**src/include/fpmc_pkg.sv**
```systemverilog
// Constants and types of the flash protect/mode host controller.
// Assumes a 250 MHz core clock and an asynchronous x16 parallel flash on the pins.
package fpmc_pkg;

  // ------------------------------------------------------------
  // Geometry
  // ------------------------------------------------------------
  localparam int ADDR_W = 20;                // Word address width
  localparam int DATA_W = 16;                // Data bus width
  localparam int CNT_W = 12;                 // Timing counter width
  localparam int IDX_W = 3;                  // Command cycle index width
  localparam int TOGGLE_BIT = 6;             // Position of the toggle status bit

  // ------------------------------------------------------------
  // Timing
  // ------------------------------------------------------------
  localparam int CLK_PERIOD_NS = 4;          // Core clock period
  localparam int WRITE_PULSE_NS = 40;        // Strobe low time
  localparam int WRITE_GAP_NS = 30;          // Strobe high time between cycles
  localparam int READ_CYCLE_TIME_NS = 70;    // Read cycle time
  localparam int RESET_PULSE_MIN_NS = 500;   // Reset pin low time
  localparam int RESET_RECOVERY_TIME_NS = 50; // Recovery after reset release
  localparam int SYNC_LAT = 4;               // Cycles through the pin synchroniser

  localparam logic [CNT_W-1:0] WRITE_PULSE_CYC =
    CNT_W'((WRITE_PULSE_NS + CLK_PERIOD_NS - 1) / CLK_PERIOD_NS);
  localparam logic [CNT_W-1:0] WRITE_GAP_CYC =
    CNT_W'((WRITE_GAP_NS + CLK_PERIOD_NS - 1) / CLK_PERIOD_NS);
  localparam logic [CNT_W-1:0] READ_CYC =
    CNT_W'((READ_CYCLE_TIME_NS + CLK_PERIOD_NS - 1) / CLK_PERIOD_NS + SYNC_LAT);
  localparam logic [CNT_W-1:0] RESET_PULSE_CYC =
    CNT_W'((RESET_PULSE_MIN_NS + CLK_PERIOD_NS - 1) / CLK_PERIOD_NS);
  localparam logic [CNT_W-1:0] RESET_RECOVERY_CYC =
    CNT_W'((RESET_RECOVERY_TIME_NS + CLK_PERIOD_NS - 1) / CLK_PERIOD_NS);

  // ------------------------------------------------------------
  // Command table
  // ------------------------------------------------------------
  localparam logic [ADDR_W-1:0] UNLOCK_ADDR1 = 20'h00555;
  localparam logic [ADDR_W-1:0] UNLOCK_ADDR2 = 20'h002aa;
  localparam logic [ADDR_W-1:0] SHORT_CFI_ADDR = 20'h00055;
  localparam logic [ADDR_W-1:0] ZERO_ADDR = 20'h00000;
  localparam logic [7:0] UNLOCK_CODE1 = 8'haa;
  localparam logic [7:0] UNLOCK_CODE2 = 8'h55;
  localparam logic [7:0] PROGRAM_CODE = 8'ha0;
  localparam logic [7:0] ERASE_SETUP_CODE = 8'h80;
  localparam logic [7:0] SECTOR_ERASE_CODE = 8'h30;
  localparam logic [7:0] BLOCK_ERASE_CODE = 8'h50;
  localparam logic [7:0] CHIP_ERASE_CODE = 8'h10;
  localparam logic [7:0] ID_ENTRY_CODE = 8'h90;
  localparam logic [7:0] CFI_ENTRY_CODE = 8'h98;
  localparam logic [7:0] SHORT_CFI_CODE = 8'h89;
  localparam logic [7:0] SEC_ENTRY_CODE = 8'h88;
  localparam logic [7:0] EXIT_CODE = 8'hf0;
  localparam logic [7:0] SEC_PROGRAM_CODE = 8'ha5;
  localparam logic [7:0] SEC_LOCK_CODE = 8'h85;
  localparam logic [DATA_W-1:0] SEC_LOCK_DATA = 16'h0000;

  // Boot block bounds and identification read addresses
  localparam logic [ADDR_W-1:0] BOTTOM_BOOT_LAST = 20'h01fff;
  localparam logic [ADDR_W-1:0] TOP_BOOT_FIRST = 20'hfe000;
  localparam logic [ADDR_W-1:0] ID_MAKER_ADDR = 20'h00000;
  localparam logic [ADDR_W-1:0] ID_DEVICE_ADDR = 20'h00001;

  // ------------------------------------------------------------
  // User operations
  // ------------------------------------------------------------
  typedef enum logic [3:0] {
    OP_READ        = 4'h0,
    OP_PROGRAM     = 4'h1,
    OP_SECTOR_ERASE = 4'h2,
    OP_BLOCK_ERASE = 4'h3,
    OP_CHIP_ERASE  = 4'h4,
    OP_ID_ENTRY    = 4'h5,
    OP_CFI_ENTRY   = 4'h6,
    OP_CFI_SHORT   = 4'h7,
    OP_SEC_ENTRY   = 4'h8,
    OP_EXIT        = 4'h9,
    OP_SEC_PROGRAM = 4'ha,
    OP_SEC_LOCK    = 4'hb,
    OP_HW_RESET    = 4'hc
  } fpmc_op_type;

  // User request
  typedef struct packed {
    fpmc_op_type op;
    logic [ADDR_W-1:0] addr;
    logic [DATA_W-1:0] data;
  } fpmc_req_type;

  // One bus write cycle
  typedef struct packed {
    logic [ADDR_W-1:0] addr;
    logic [DATA_W-1:0] data;
  } fpmc_cyc_type;

  // Flash pin outputs
  typedef struct packed {
    logic ce_n;
    logic oe_n;
    logic we_n;
    logic rst_n;
    logic wp_n;
    logic dq_oe;
    logic [ADDR_W-1:0] addr;
    logic [DATA_W-1:0] dq_o;
  } fpmc_pins_type;

  localparam fpmc_pins_type PINS_IDLE = '{ce_n: 1'b1, oe_n: 1'b1, we_n: 1'b1, rst_n: 1'b1,
    wp_n: 1'b1, dq_oe: 1'b0, addr: '0, dq_o: '0};

endpackage : fpmc_pkg

```
**src/hdl/fpmc_sync.sv**
```systemverilog
// Three-stage synchroniser with agreement filter for pin inputs.
// Assumes the inputs are asynchronous to CORE_CLK.
`timescale 1ns/1ps
`default_nettype none
module fpmc_sync #(
  parameter int W = 16
) (
  input wire logic clk,
  input wire logic rst_n,
  input wire logic [W-1:0] din,
  output var logic [W-1:0] dout
);

  // ------------------------------------------------------------
  // Stages
  // ------------------------------------------------------------
  logic [W-1:0] s1_ff;    // First stage, read only by s2
  logic [W-1:0] s2_ff;    // Second stage
  logic [W-1:0] s3_ff;    // Third stage
  logic [W-1:0] out_ff;   // Filtered value
  logic [W-1:0] nxt_out;

  // Take a bit over once the second and third stages agree
  always_comb begin
    for (int i = 0; i < W; i++) begin
      nxt_out[i] = (s2_ff[i] == s3_ff[i]) ? s3_ff[i] : out_ff[i];
    end
  end

  // Register the chain
  always_ff @(posedge clk) begin
    if (!rst_n) begin
      s1_ff <= '0;
      s2_ff <= '0;
      s3_ff <= '0;
      out_ff <= '0;
    end else begin
      s1_ff <= din;
      s2_ff <= s1_ff;
      s3_ff <= s2_ff;
      out_ff <= nxt_out;
    end
  end

  assign dout = out_ff;

endmodule : fpmc_sync
`default_nettype wire

```
**src/hdl/fpmc_host.sv**
```systemverilog
// Host controller that drives a x16 parallel flash through its pins.
// Assumes one request at a time and a flash wired to the pins.
`timescale 1ns/1ps
`default_nettype none
module fpmc_host
  import fpmc_pkg::*;
(
  input wire logic CORE_CLK,
  input wire logic RESET_N,
  input wire logic REQ_VALID,
  input wire fpmc_req_type REQ,
  output var logic REQ_READY,
  output var logic RSP_VALID,
  output var logic [DATA_W-1:0] RSP_DATA,
  input wire logic PROTECT_BOOT,
  input wire logic [DATA_W-1:0] FL_DQ_I,
  output var fpmc_pins_type PINS
);

  // ------------------------------------------------------------
  // Command table helpers
  // ------------------------------------------------------------
  // Command word with the upper byte held low
  function automatic logic [DATA_W-1:0] cmd_word(input logic [7:0] code);
    cmd_word = {8'h00, code};
  endfunction : cmd_word

  // Write cycles of an operation
  function automatic logic [IDX_W-1:0] num_writes(input fpmc_op_type op);
    unique case (op)
      OP_SECTOR_ERASE, OP_BLOCK_ERASE, OP_CHIP_ERASE: num_writes = 3'd6;
      OP_PROGRAM, OP_SEC_PROGRAM, OP_SEC_LOCK: num_writes = 3'd4;
      OP_CFI_SHORT: num_writes = 3'd1;
      OP_READ, OP_HW_RESET: num_writes = 3'd0;
      default: num_writes = 3'd3;
    endcase
  endfunction : num_writes

  // Operations that must be polled
  function automatic logic needs_poll(input fpmc_op_type op);
    needs_poll = (op == OP_PROGRAM) || (op == OP_SEC_PROGRAM) || (op == OP_SEC_LOCK) ||
      (op == OP_SECTOR_ERASE) || (op == OP_BLOCK_ERASE) || (op == OP_CHIP_ERASE);
  endfunction : needs_poll

  // Address and data of write cycle idx
  function automatic fpmc_cyc_type cmd_cycle(input fpmc_req_type r, input logic [IDX_W-1:0] idx);
    logic [7:0] third;
    logic [7:0] last;
    fpmc_cyc_type c;
    unique case (r.op)
      OP_PROGRAM: third = PROGRAM_CODE;
      OP_SEC_PROGRAM: third = SEC_PROGRAM_CODE;
      OP_SEC_LOCK: third = SEC_LOCK_CODE;
      OP_ID_ENTRY: third = ID_ENTRY_CODE;
      OP_CFI_ENTRY: third = CFI_ENTRY_CODE;
      OP_SEC_ENTRY: third = SEC_ENTRY_CODE;
      OP_SECTOR_ERASE, OP_BLOCK_ERASE, OP_CHIP_ERASE: third = ERASE_SETUP_CODE;
      default: third = EXIT_CODE;
    endcase
    unique case (r.op)
      OP_BLOCK_ERASE: last = BLOCK_ERASE_CODE;
      OP_CHIP_ERASE: last = CHIP_ERASE_CODE;
      default: last = SECTOR_ERASE_CODE;
    endcase
    unique case (idx)
      3'd0: c = '{addr: UNLOCK_ADDR1, data: cmd_word(UNLOCK_CODE1)};
      3'd1: c = '{addr: UNLOCK_ADDR2, data: cmd_word(UNLOCK_CODE2)};
      3'd2: c = '{addr: UNLOCK_ADDR1, data: cmd_word(third)};
      3'd3: begin
        if (r.op == OP_SEC_LOCK) begin
          c = '{addr: ZERO_ADDR, data: SEC_LOCK_DATA};
        end else if (needs_poll(r.op) && num_writes(r.op) == 3'd4) begin
          c = '{addr: r.addr, data: r.data}; // Data word, full width
        end else begin
          c = '{addr: UNLOCK_ADDR1, data: cmd_word(UNLOCK_CODE1)};
        end
      end
      3'd4: c = '{addr: UNLOCK_ADDR2, data: cmd_word(UNLOCK_CODE2)};
      default: begin
        if (r.op == OP_CHIP_ERASE) begin
          c = '{addr: UNLOCK_ADDR1, data: cmd_word(last)};
        end else begin
          c = '{addr: r.addr, data: cmd_word(last)};
        end
      end
    endcase
    if (r.op == OP_CFI_SHORT) begin
      c = '{addr: SHORT_CFI_ADDR, data: cmd_word(SHORT_CFI_CODE)};
    end
    cmd_cycle = c;
  endfunction : cmd_cycle

  // ------------------------------------------------------------
  // State
  // ------------------------------------------------------------
  typedef enum logic [3:0] {
    ST_IDLE     = 4'h0,
    ST_WR_SET   = 4'h1,
    ST_WR_PULSE = 4'h2,
    ST_WR_GAP   = 4'h3,
    ST_RD       = 4'h4,
    ST_POLL_RD  = 4'h5,
    ST_POLL_GAP = 4'h6,
    ST_RST_LOW  = 4'h7,
    ST_RST_REC  = 4'h8,
    ST_DONE     = 4'h9
  } fpmc_state_type;

  fpmc_state_type state_ff, nxt_state;       // Sequencer state
  fpmc_req_type req_ff, nxt_req;             // Latched request
  logic [IDX_W-1:0] idx_ff, nxt_idx;         // Write cycle index
  logic [CNT_W-1:0] cnt_ff, nxt_cnt;         // Phase timer
  logic prev_ff, nxt_prev;                   // Previous toggle bit
  logic have_prev_ff, nxt_have_prev;         // A first poll read exists
  logic [DATA_W-1:0] rsp_data_ff, nxt_rsp_data; // Read result
  logic rsp_valid_ff, nxt_rsp_valid;         // Result pulse
  logic ready_ff, nxt_ready;                 // Accepting requests
  fpmc_pins_type pins_ff, nxt_pins;          // Pin outputs
  logic [DATA_W-1:0] dq_sync;                // Synchronised read data
  fpmc_cyc_type cur_cyc;                     // Current write cycle

  // ------------------------------------------------------------
  // Pin input synchroniser
  // ------------------------------------------------------------
  fpmc_sync #(.W(DATA_W)) u_dq_sync (
    .clk(CORE_CLK),
    .rst_n(RESET_N),
    .din(FL_DQ_I),
    .dout(dq_sync)
  );

  assign cur_cyc = cmd_cycle(req_ff, idx_ff);

  // ------------------------------------------------------------
  // Sequencer next state
  // ------------------------------------------------------------
  always_comb begin
    nxt_state = state_ff;
    nxt_req = req_ff;
    nxt_idx = idx_ff;
    nxt_cnt = (cnt_ff != '0) ? cnt_ff - 1'b1 : cnt_ff;
    nxt_prev = prev_ff;
    nxt_have_prev = have_prev_ff;
    nxt_rsp_data = rsp_data_ff;
    nxt_rsp_valid = 1'b0;
    unique case (state_ff)
      // Wait for a request; exit only goes out here
      ST_IDLE: begin
        if (REQ_VALID) begin
          nxt_req = REQ;
          nxt_idx = '0;
          nxt_have_prev = 1'b0;
          if (REQ.op == OP_HW_RESET) begin
            nxt_state = ST_RST_LOW;
            nxt_cnt = RESET_PULSE_CYC - 1'b1;
          end else if (REQ.op == OP_READ) begin
            nxt_state = ST_RD;
            nxt_cnt = READ_CYC - 1'b1;
          end else begin
            nxt_state = ST_WR_SET;
          end
        end
      end
      // Address and data settle before the strobe falls
      ST_WR_SET: begin
        nxt_state = ST_WR_PULSE;
        nxt_cnt = WRITE_PULSE_CYC - 1'b1;
      end
      // Strobe low for the full pulse time
      ST_WR_PULSE: begin
        if (cnt_ff == '0) begin
          nxt_state = ST_WR_GAP;
          nxt_cnt = WRITE_GAP_CYC - 1'b1;
        end
      end
      // Strobes high; then next cycle, poll or finish
      ST_WR_GAP: begin
        if (cnt_ff == '0) begin
          if (idx_ff + 1'b1 < num_writes(req_ff.op)) begin
            nxt_idx = idx_ff + 1'b1;
            nxt_state = ST_WR_SET;
          end else if (needs_poll(req_ff.op)) begin
            nxt_state = ST_POLL_RD;
            nxt_cnt = READ_CYC - 1'b1;
          end else begin
            nxt_state = ST_DONE;
          end
        end
      end
      // Single read
      ST_RD: begin
        if (cnt_ff == '0) begin
          nxt_rsp_data = dq_sync;
          nxt_state = ST_DONE;
        end
      end
      // Poll the toggle bit until two reads agree
      ST_POLL_RD: begin
        if (cnt_ff == '0) begin
          nxt_rsp_data = dq_sync;
          nxt_prev = dq_sync[TOGGLE_BIT];
          nxt_have_prev = 1'b1;
          if (have_prev_ff && dq_sync[TOGGLE_BIT] == prev_ff) begin
            nxt_state = ST_DONE;
          end else begin
            nxt_state = ST_POLL_GAP;
            nxt_cnt = WRITE_GAP_CYC - 1'b1;
          end
        end
      end
      // Output enable high between polls
      ST_POLL_GAP: begin
        if (cnt_ff == '0) begin
          nxt_state = ST_POLL_RD;
          nxt_cnt = READ_CYC - 1'b1;
        end
      end
      // Reset pin held low
      ST_RST_LOW: begin
        if (cnt_ff == '0) begin
          nxt_state = ST_RST_REC;
          nxt_cnt = RESET_RECOVERY_CYC - 1'b1;
        end
      end
      // Reset recovery
      ST_RST_REC: begin
        if (cnt_ff == '0) begin
          nxt_state = ST_DONE;
        end
      end
      // Report completion
      ST_DONE: begin
        nxt_rsp_valid = 1'b1;
        nxt_state = ST_IDLE;
      end
      default: begin
        nxt_state = ST_IDLE;
      end
    endcase
    nxt_ready = (nxt_state == ST_IDLE);
  end

  // ------------------------------------------------------------
  // Pin next values
  // ------------------------------------------------------------
  always_comb begin
    nxt_pins = PINS_IDLE;
    nxt_pins.wp_n = ~PROTECT_BOOT;
    nxt_pins.addr = pins_ff.addr;
    nxt_pins.dq_o = pins_ff.dq_o;
    unique case (state_ff)
      // Write phases
      ST_WR_SET, ST_WR_PULSE: begin
        nxt_pins.ce_n = 1'b0;
        nxt_pins.dq_oe = 1'b1;
        nxt_pins.addr = cur_cyc.addr;
        nxt_pins.dq_o = cur_cyc.data;
        nxt_pins.we_n = (state_ff != ST_WR_PULSE); // Full pulse time
      end
      // Data held after the strobe rises
      ST_WR_GAP: begin
        nxt_pins.dq_oe = 1'b1;
      end
      // Read phases
      ST_RD, ST_POLL_RD: begin
        nxt_pins.ce_n = 1'b0;
        nxt_pins.oe_n = 1'b0;
        nxt_pins.addr = req_ff.addr;
      end
      ST_RST_LOW: begin
        nxt_pins.rst_n = 1'b0;
      end
      default: begin
        nxt_pins.dq_oe = 1'b0;
      end
    endcase
  end

  // ------------------------------------------------------------
  // Registers
  // ------------------------------------------------------------
  always_ff @(posedge CORE_CLK) begin
    if (!RESET_N) begin
      state_ff <= ST_IDLE;
      req_ff <= '0;
      idx_ff <= '0;
      cnt_ff <= '0;
      prev_ff <= 1'b0;
      have_prev_ff <= 1'b0;
      rsp_data_ff <= '0;
      rsp_valid_ff <= 1'b0;
      ready_ff <= 1'b0;
      pins_ff <= PINS_IDLE;
    end else begin
      state_ff <= nxt_state;
      req_ff <= nxt_req;
      idx_ff <= nxt_idx;
      cnt_ff <= nxt_cnt;
      prev_ff <= nxt_prev;
      have_prev_ff <= nxt_have_prev;
      rsp_data_ff <= nxt_rsp_data;
      rsp_valid_ff <= nxt_rsp_valid;
      ready_ff <= nxt_ready;
      pins_ff <= nxt_pins;
    end
  end

  assign REQ_READY = ready_ff;
  assign RSP_VALID = rsp_valid_ff;
  assign RSP_DATA = rsp_data_ff;
  assign PINS = pins_ff;

endmodule : fpmc_host
`default_nettype wire

```
**config.mk**
```make
export PLATFORM = sky130hd
export DESIGN_NAME = fpmc_host
export DESIGN_NICKNAME = d
export VERILOG_FILES = /design/src/include/fpmc_pkg.sv /design/src/hdl/fpmc_sync.sv /design/src/hdl/fpmc_host.sv
export SDC_FILE = /design/constraint.sdc
export NUM_CORES = 1
export LEC_CHECK = 0
export BUFFER_PORTS_ARGS = -buffer_cell sky130_fd_sc_hd__buf_2
export CAP_MARGIN = 20
export CELL_PAD_IN_SITES_DETAIL_PLACEMENT = 1
export CELL_PAD_IN_SITES_GLOBAL_PLACEMENT = 2
export CORE_ASPECT_RATIO = 0.75
export CORE_MARGIN = 3
export CORE_UTILIZATION = 37
export DETAILED_ROUTE_END_ITERATION = 8
export GPL_TIMING_DRIVEN = 0
export PLACE_DENSITY = 0.84
export SYNTH_ARGS = -nofsm -noshare
export SYNTH_HDL_FRONTEND = slang
export SYNTH_SLANG_ARGS = --single-unit
```
**constraint.sdc**
```tcl
create_clock -name CORE_CLK -period 4.2 [get_ports CORE_CLK]
set_input_delay 0.42 -clock CORE_CLK [delete_from_list [all_inputs] [get_ports CORE_CLK]]
set_output_delay 0.42 -clock CORE_CLK [all_outputs]
set_load 0.005 [all_outputs]
```
# Word level (Yosys, flattened, before mapping)
# Memory sizes are Yosys's and may differ from the RTL's. A register that Yosys moved wholly into a read port is not among the register bits.
# Cells that the tools add are included.
[totals]
in_bits = 60
output_inout_bits = 60
mem_bits_ro = 192
wordCells = 172
memories = 3
regBits = 185
[classes]
addsub = 2
n_bitwise = 1
reduce_logical = 28
n_eq_ne = 44
n_mux = 55
magnitude_cmp = 1
[memory_table]
columns = ["name", "depth", "word_bits", "read_ports", "rd_ports_with_merged_regs", "write_ports", "line_no", "rtl"]
rows = [
  ["(name not given)", 16, 6, 1, 1, 0, "fpmc_host.sv:50", "unique case (r.op)"],
  ["(name not given)", 16, 3, 1, 1, 0, "fpmc_host.sv:30", "unique case (op)"],
  ["(name not given)", 16, 3, 1, 1, 0, "fpmc_host.sv:30", ""],
]
[ops]
columns = ["op", "count"]
rows = [
  ["$mux W12", 12],
  ["$mux W36", 4],
  ["$pmux W36 S4", 1],
  ["$pmux W12 S7", 1],
  ["$mux W4", 16],
  ["$pmux W20 S2", 1],
  ["$pmux W4 S8", 1],
  ["$mux W3", 9],
  ["$eq A4 B3 Y1 const B", 6],
  ["$eq A4 B4 Y1 const B", 5],
  ["$eq A1 B1 Y1", 17],
  ["$eq A4 B2 Y1 const B", 4],
  ["$pmux W7 S2", 1],
  ["$logic_not A12 Y1", 1],
  ["$logic_not A4 Y1", 3],
  ["$reduce_bool A12 Y1", 1],
  ["$sub A12 B1 Y12 const B", 1],
  ["$eq A4 B1 Y1 const B", 2],
  ["$ne A2 B2 Y1 const B", 4],
  ["$reduce_and A2 Y1", 4],
  ["$reduce_or A2 Y1", 4],
  ["$mux W1", 7],
  ["$eq A3 B2 Y1 const B", 2],
  ["$eq A3 B3 Y1 const B", 2],
  ["15 further kinds", 22],
]

# Depth between registers and ports, before layout
[depth]
depth_word = 12
depth_mapped = 13
ltp_nobuf = 11

# By module
# A second synthesis with hierarchy kept.
[unflattened]
cells_unflattened = 891
hier_area_um2 = 7801.2
[by_module_without_submodules]
columns = ["mod", "n_inst", "area_per_inst_um2", "seq_area_each_um2", "cells_each"]
rows = [
  ["fpmc_host", 1, 5905.7, 2582.5, 724],
  ["fpmc_sync", 1, 1895.6, 1281.2, 167],
]

# Worst setup path after synthesis
# Ideal clock, no wire load.
[synth_timing]
kind = "flip-flop to flip-flop"
start = "register state_ff[0]"
end = "register with a tool-made name"
path_stages_with_launch = 11
path_slack_ps = 1835
setup_ps = 120
n_path_buf = 1
period_less_slack_ps = 2365
required_time_ps = 4080
arrival_time_ps = 2245
cell_sequence = "dfxtp_1 or4_1 nor2_1 buf_2 nand2_1 a21oi_1 inv_1 ha_1 inv_1 nor2_1 o31a_1"
[synth_lines]
columns = ["element", "line_no", "rtl"]
rows = [
  ["start: declaration", "fpmc_host.sv:109", "fpmc_state_type state_ff, nxt_state;"],
  ["start signal: assignment", "fpmc_host.sv:295", "state_ff <= nxt_state;"],
]

# Worst setup path in the final report
[layout_timing]
start = "register idx_ff[2]"
end = "register cnt_ff[7]"
[layout_between]
elab_chain_len = 5
[layout_lines]
columns = ["element", "line_no", "rtl"]
rows = [
  ["start: declaration", "fpmc_host.sv:111", "logic [IDX_W-1:0] idx_ff, nxt_idx;"],
  ["start signal: assignment", "fpmc_host.sv:297", "idx_ff <= nxt_idx;"],
  ["$add A3 B1 Y3", "fpmc_host.sv:179", "if (idx_ff + 1'b1 < num_writes(req_ff.op)) begin"],
  ["$lt A3 B3 Y1", "fpmc_host.sv:179", ""],
  ["$mux W12", "fpmc_host.sv:179", ""],
  ["$mux W12", "fpmc_host.sv:178", "if (cnt_ff == '0) begin"],
  ["$pmux W12 S7", "fpmc_host.sv:146", "unique case (state_ff)"],
  ["end signal: assignment", "fpmc_host.sv:298", "cnt_ff <= nxt_cnt;"],
  ["end: declaration", "fpmc_host.sv:112", "logic [CNT_W-1:0] cnt_ff, nxt_cnt;"],
]
# No other way between the ends.
# A chain may end at the register's enable or synchronous reset.

==> results.py <==
metrics = {
    "power_and_ir_drop": {
        "internal-power_mw": 3.394,
        "ir_worst_vdd_mv": 0.2456,
        "pwr-share-clk_pct": 31.9,
        "p_sw_mw": 1.933,
        "p_leak_nw": 3.854,
        "seqPwrFrac_pct": 41.0,
        "p_per_area_nw_per_um2": 556.7,
        "combPwrFrac_pct": 27.1,
        "swShare_pct": 36.29,
    },
    "worst_setup_path": {
        "arrival_ps": 3510,
        "crit_slowest_cell": "a2111oi_0",
        "cpPeakStageDelay_ps": 890,
        "startpoint_type": "flop",
        "path_cells": "inv_1 > ha_1 > inv_1 > ha_1 > nand2_1 > o21ai_0 > o211ai_1 > a2111oi_0 > nor3_1",
        "crit_type": "reg -> reg",
        "cp-end-kind": "flop",
        "cp_max_fo": 8,
        "cp.required_ps": 4500,
    },
    "timing": {
        "max_slew_margin_pct": 29.02,
        "report.final.slew_viol_count": 0,
        "post-route-period-util_pct": 76.52,
        "setup_viol": 0,
        "max_freq_mhz": 311.1,
        "rsz0062_at_grt": "no",
        "min_period_ps": 3214,
        "tightestPinTransition_ps": 1055,
        "tns_ps": 0,
        "hold_ws_ps": 135.7,
        "hold_viol": 0,
        "clock_skew_ps": 12.57,
    },
    "die": {
        "dieArea_sq_um": 23410,
        "rows": 45,
        "die_x_microns": 175.7,
        "top_level_ports": 120,
        "core_sq_um": 20720,
        "initial_core_util_pct": 38.56,
        "die_h_microns": 133.3,
    },
    "synth": {
        "postSynthCellCount": 911,
        "yosys_register_bits": 193,
        "syn_nets": 988,
        "ys_seq_area_share_pct": 48.36,
        "synth_flop_cell": "dfxtp_1",
        "yosys_warnings": 0,
        "synth_edf_count": 0,
        "synth_area_sq_um": 7990,
        "syn_avg_cell_area_sq_um": 8.771,
        "ys_async_sr_fraction_pct": 0,
        "synth_cell_type_count": 80,
    },
    "global_routing": {
        "grt_pass1_vias": 6932,
        "grtUsageMet2_pct": 31.17,
        "top_usage_layer": "met2",
        "gr-usage-all-layers_pct": 21.20,
        "antenna_found_initial": 0,
        "grt_max_degree": 23,
        "use_met3_pct": 5.157,
        "met1_usage_pct": 31.17,
        "grt_first_pass_wirelength_microns": 39140,
        "grt_overflow": 0,
    },
    "placement": {
        "gp_congestion": 0.8784,
        "port_buffers": 119,
        "place_hpwl_microns": 18380,
    },
    "routing": {
        "ant_nets": 0,
        "vias_per_cell": 5.287,
        "drt_iter0_markers": 366,
        "dr.pass1.iters": 4,
        "routed_wl_microns": 24630,
        "wl_per_cell_microns": 18.33,
        "drc": 0,
        "vias": 7106,
    },
    "flow_run": {
        "maxCapViolations": 0,
    },
    "cts": {
        "worstSkewPairLatency_ps": 450,
        "postCtsSetupRepairBufs": 0,
        "cts_root_buf": "clkbuf_16",
        "clkSinkCount": 193,
        "cts_max_level": 4,
        "cts_tree": "yes",
        "clkTransAtPathRegs_ps": 80,
        "cts_buffers": 17,
        "clock_path_buffers": 2,
        "ctsResizeCount": 0,
        "holdBufCountCts": 0,
    },
    "layout": {
        "fillers": 2519,
        "antenna_cells": 0,
        "fin_nets": 1126,
        "multi_input_area_sq_um": 3784,
        "regArea_sq_um": 3864,
        "drive_gt1_share_pct": 18.93,
        "areaGrowthSynthToFinish_pct": 19.76,
    },
    "status": {
        "status": "finished clean",
    },
    "worst_hold_path": {
        "hp-class": "in -> reg",
    },
}
[stage by stage]
step	cells	setup WS [ps]	cell area (sq um)	util, %	total power, mW
2_1_floorplan	911	1835	7990	-	3.148
3_3_place_gp	1312	1086	8939	43.14	3.624
3_5_place_dp	1312	1027	8939	43.14	3.647
4_1_cts	1344	1029	9569	46.18	5.345
5_1_grt	1344	611.6	9569	46.18	5.631
6_report	1344	986.1	9569	46.18	5.327
[layout by cell type (no fill, tap or decap), types with 3 or more instances in the layout]
master     synthesis  layout
and2_1            56      56
nor4_1             5       5
nand2b_1           5       5
inv_1             23      23
a31oi_1            6       6
buf_6              3       3
clkbuf_1          25      25
xor2_1             5       5
o21ai_1           13      13
mux2_2             3       3
ha_1              17      17
mux2i_1            7       7
nand2_1          166     166
buf_2             19     138
inv_8              0       4
nand3_1           11      11
a21o_1             8       8
o211ai_1          11      11
or2_2              3       3
a21oi_1           96      96
nor3_1            15      15
nor2b_1            5       5
a22o_1             9       9
dfxtp_1          193     193
clkbuf_16          0      17
xnor2_1            4       4
nor2_1            43      43
clkinv_8           0       6
and3_1             8       8
a22oi_1           19      19
o31ai_1            4       4
a21boi_0           4       4
o21ai_0           38      38
o31a_1             4       4
o21a_1             5       5
or3_1              5       5
a211oi_1          10      10
[worst max-delay path, delay by kind of cell, from the launching register on]
kind / cells / cell delay, ps
buffers and inverters: 2 / 240
AND/OR/NAND/NOR: 2 / 160
flip-flops: 1 / 490
adder cells (fa/ha/maj): 2 / 640
AO/OA/AOI/OAI: 3 / 1530
[path summary, 6_finish.rpt]
check	cells past startpoint	start	endpoint	slack (ps)
worst max-delay path	9	idx_ff[2]	cnt_ff[7]	990
worst min-delay path	2	PROTECT_BOOT	PINS[37]	140
worst max register to register	9	idx_ff[2]	cnt_ff[7]	990
worst min register to register	1	u_dq_sync.s1_ff[15]	u_dq_sync.s2_ff[15]	440
[layout make-up]
cell class | instances | share of cell area, %
plain buffers | 52 | 2.615
clock buffers | 17 | 4.446
clock inverters | 15 | 2.144
inverters | 24 | 0.9676
multi-input cells | 642 | 39.54
flip-flops and latches | 193 | 40.38
well taps | 282 | 3.687
repair buffers | 119 | 6.224
[sequential cells by signal (all words and copies together), names as in the netlist, named ones only]
signal / cells
RSP_DATA: 16
state_ff: 4
prev_ff: 1
req_ff: 40
u_dq_sync.s2_ff: 16
REQ_READY: 1
u_dq_sync.s3_ff: 16
PINS: 42
cnt_ff: 12
RSP_VALID: 1
u_dq_sync.s1_ff: 16
idx_ff: 3
have_prev_ff: 1
u_dq_sync.dout: 16
[cell usage after synthesis, types with 5 or more instances]
master    number  share of area [%]
a211oi_1      10               0.94
a21o_1         8               0.75
a21oi_1       96                6.0
a22o_1         9               0.99
a22oi_1       19                1.8
a31oi_1        6               0.47
and2_1        56                4.4
and3_1         8               0.63
buf_2         19                1.2
clkbuf_1      25                1.2
dfxtp_1      193                 48
ha_1          17                2.7
inv_1         23                1.1
mux2i_1        7               0.88
nand2_1      166                7.8
nand2b_1       5               0.39
nand3_1       11               0.69
nor2_1        43                2.0
nor2b_1        5               0.39
nor3_1        15               0.94
nor4_1         5               0.39
o211ai_1      11                1.0
o21a_1         5               0.47
o21ai_0       38                2.4
o21ai_1       13               0.81
or3_1          5               0.39
xor2_1         5               0.55
[power by group through the flow]
| stage | clock (mW) | combinational (mW) | sequential (mW) |
|---|---|---|---|
| 2_1_floorplan | 0 | 0.971 | 2.18 |
| 3_3_place_gp | 0 | 1.40 | 2.22 |
| 3_5_place_dp | 0 | 1.42 | 2.22 |
| 4_1_cts | 1.73 | 1.43 | 2.18 |
| 5_1_grt | 1.82 | 1.60 | 2.21 |
| 6_report | 1.70 | 1.44 | 2.19 |
[metal layers]
layer	vias to the layer above	wire, microns
met1	3415	12490
met2	198	10220
li1	3471	-
met3	22	1628
met4	0	295
met5	-	0
[logic make-up (layout without fill, tap and decap cells)]
| family | after synthesis | in the layout | share of synthesized area [%] |
|---|---|---|---|
| flops | 193 | 193 | 48.36 |
| simple gates | 343 | 343 | 20.92 |
| compound gates | 262 | 262 | 21.28 |
| xor+xnor | 10 | 10 | 1.190 |
| buf+inv | 76 | 227 | 4.291 |
| mux | 10 | 10 | 1.300 |
| fa+ha+maj | 17 | 17 | 2.662 |
Note: power is estimated with default switching activity, not from simulation.
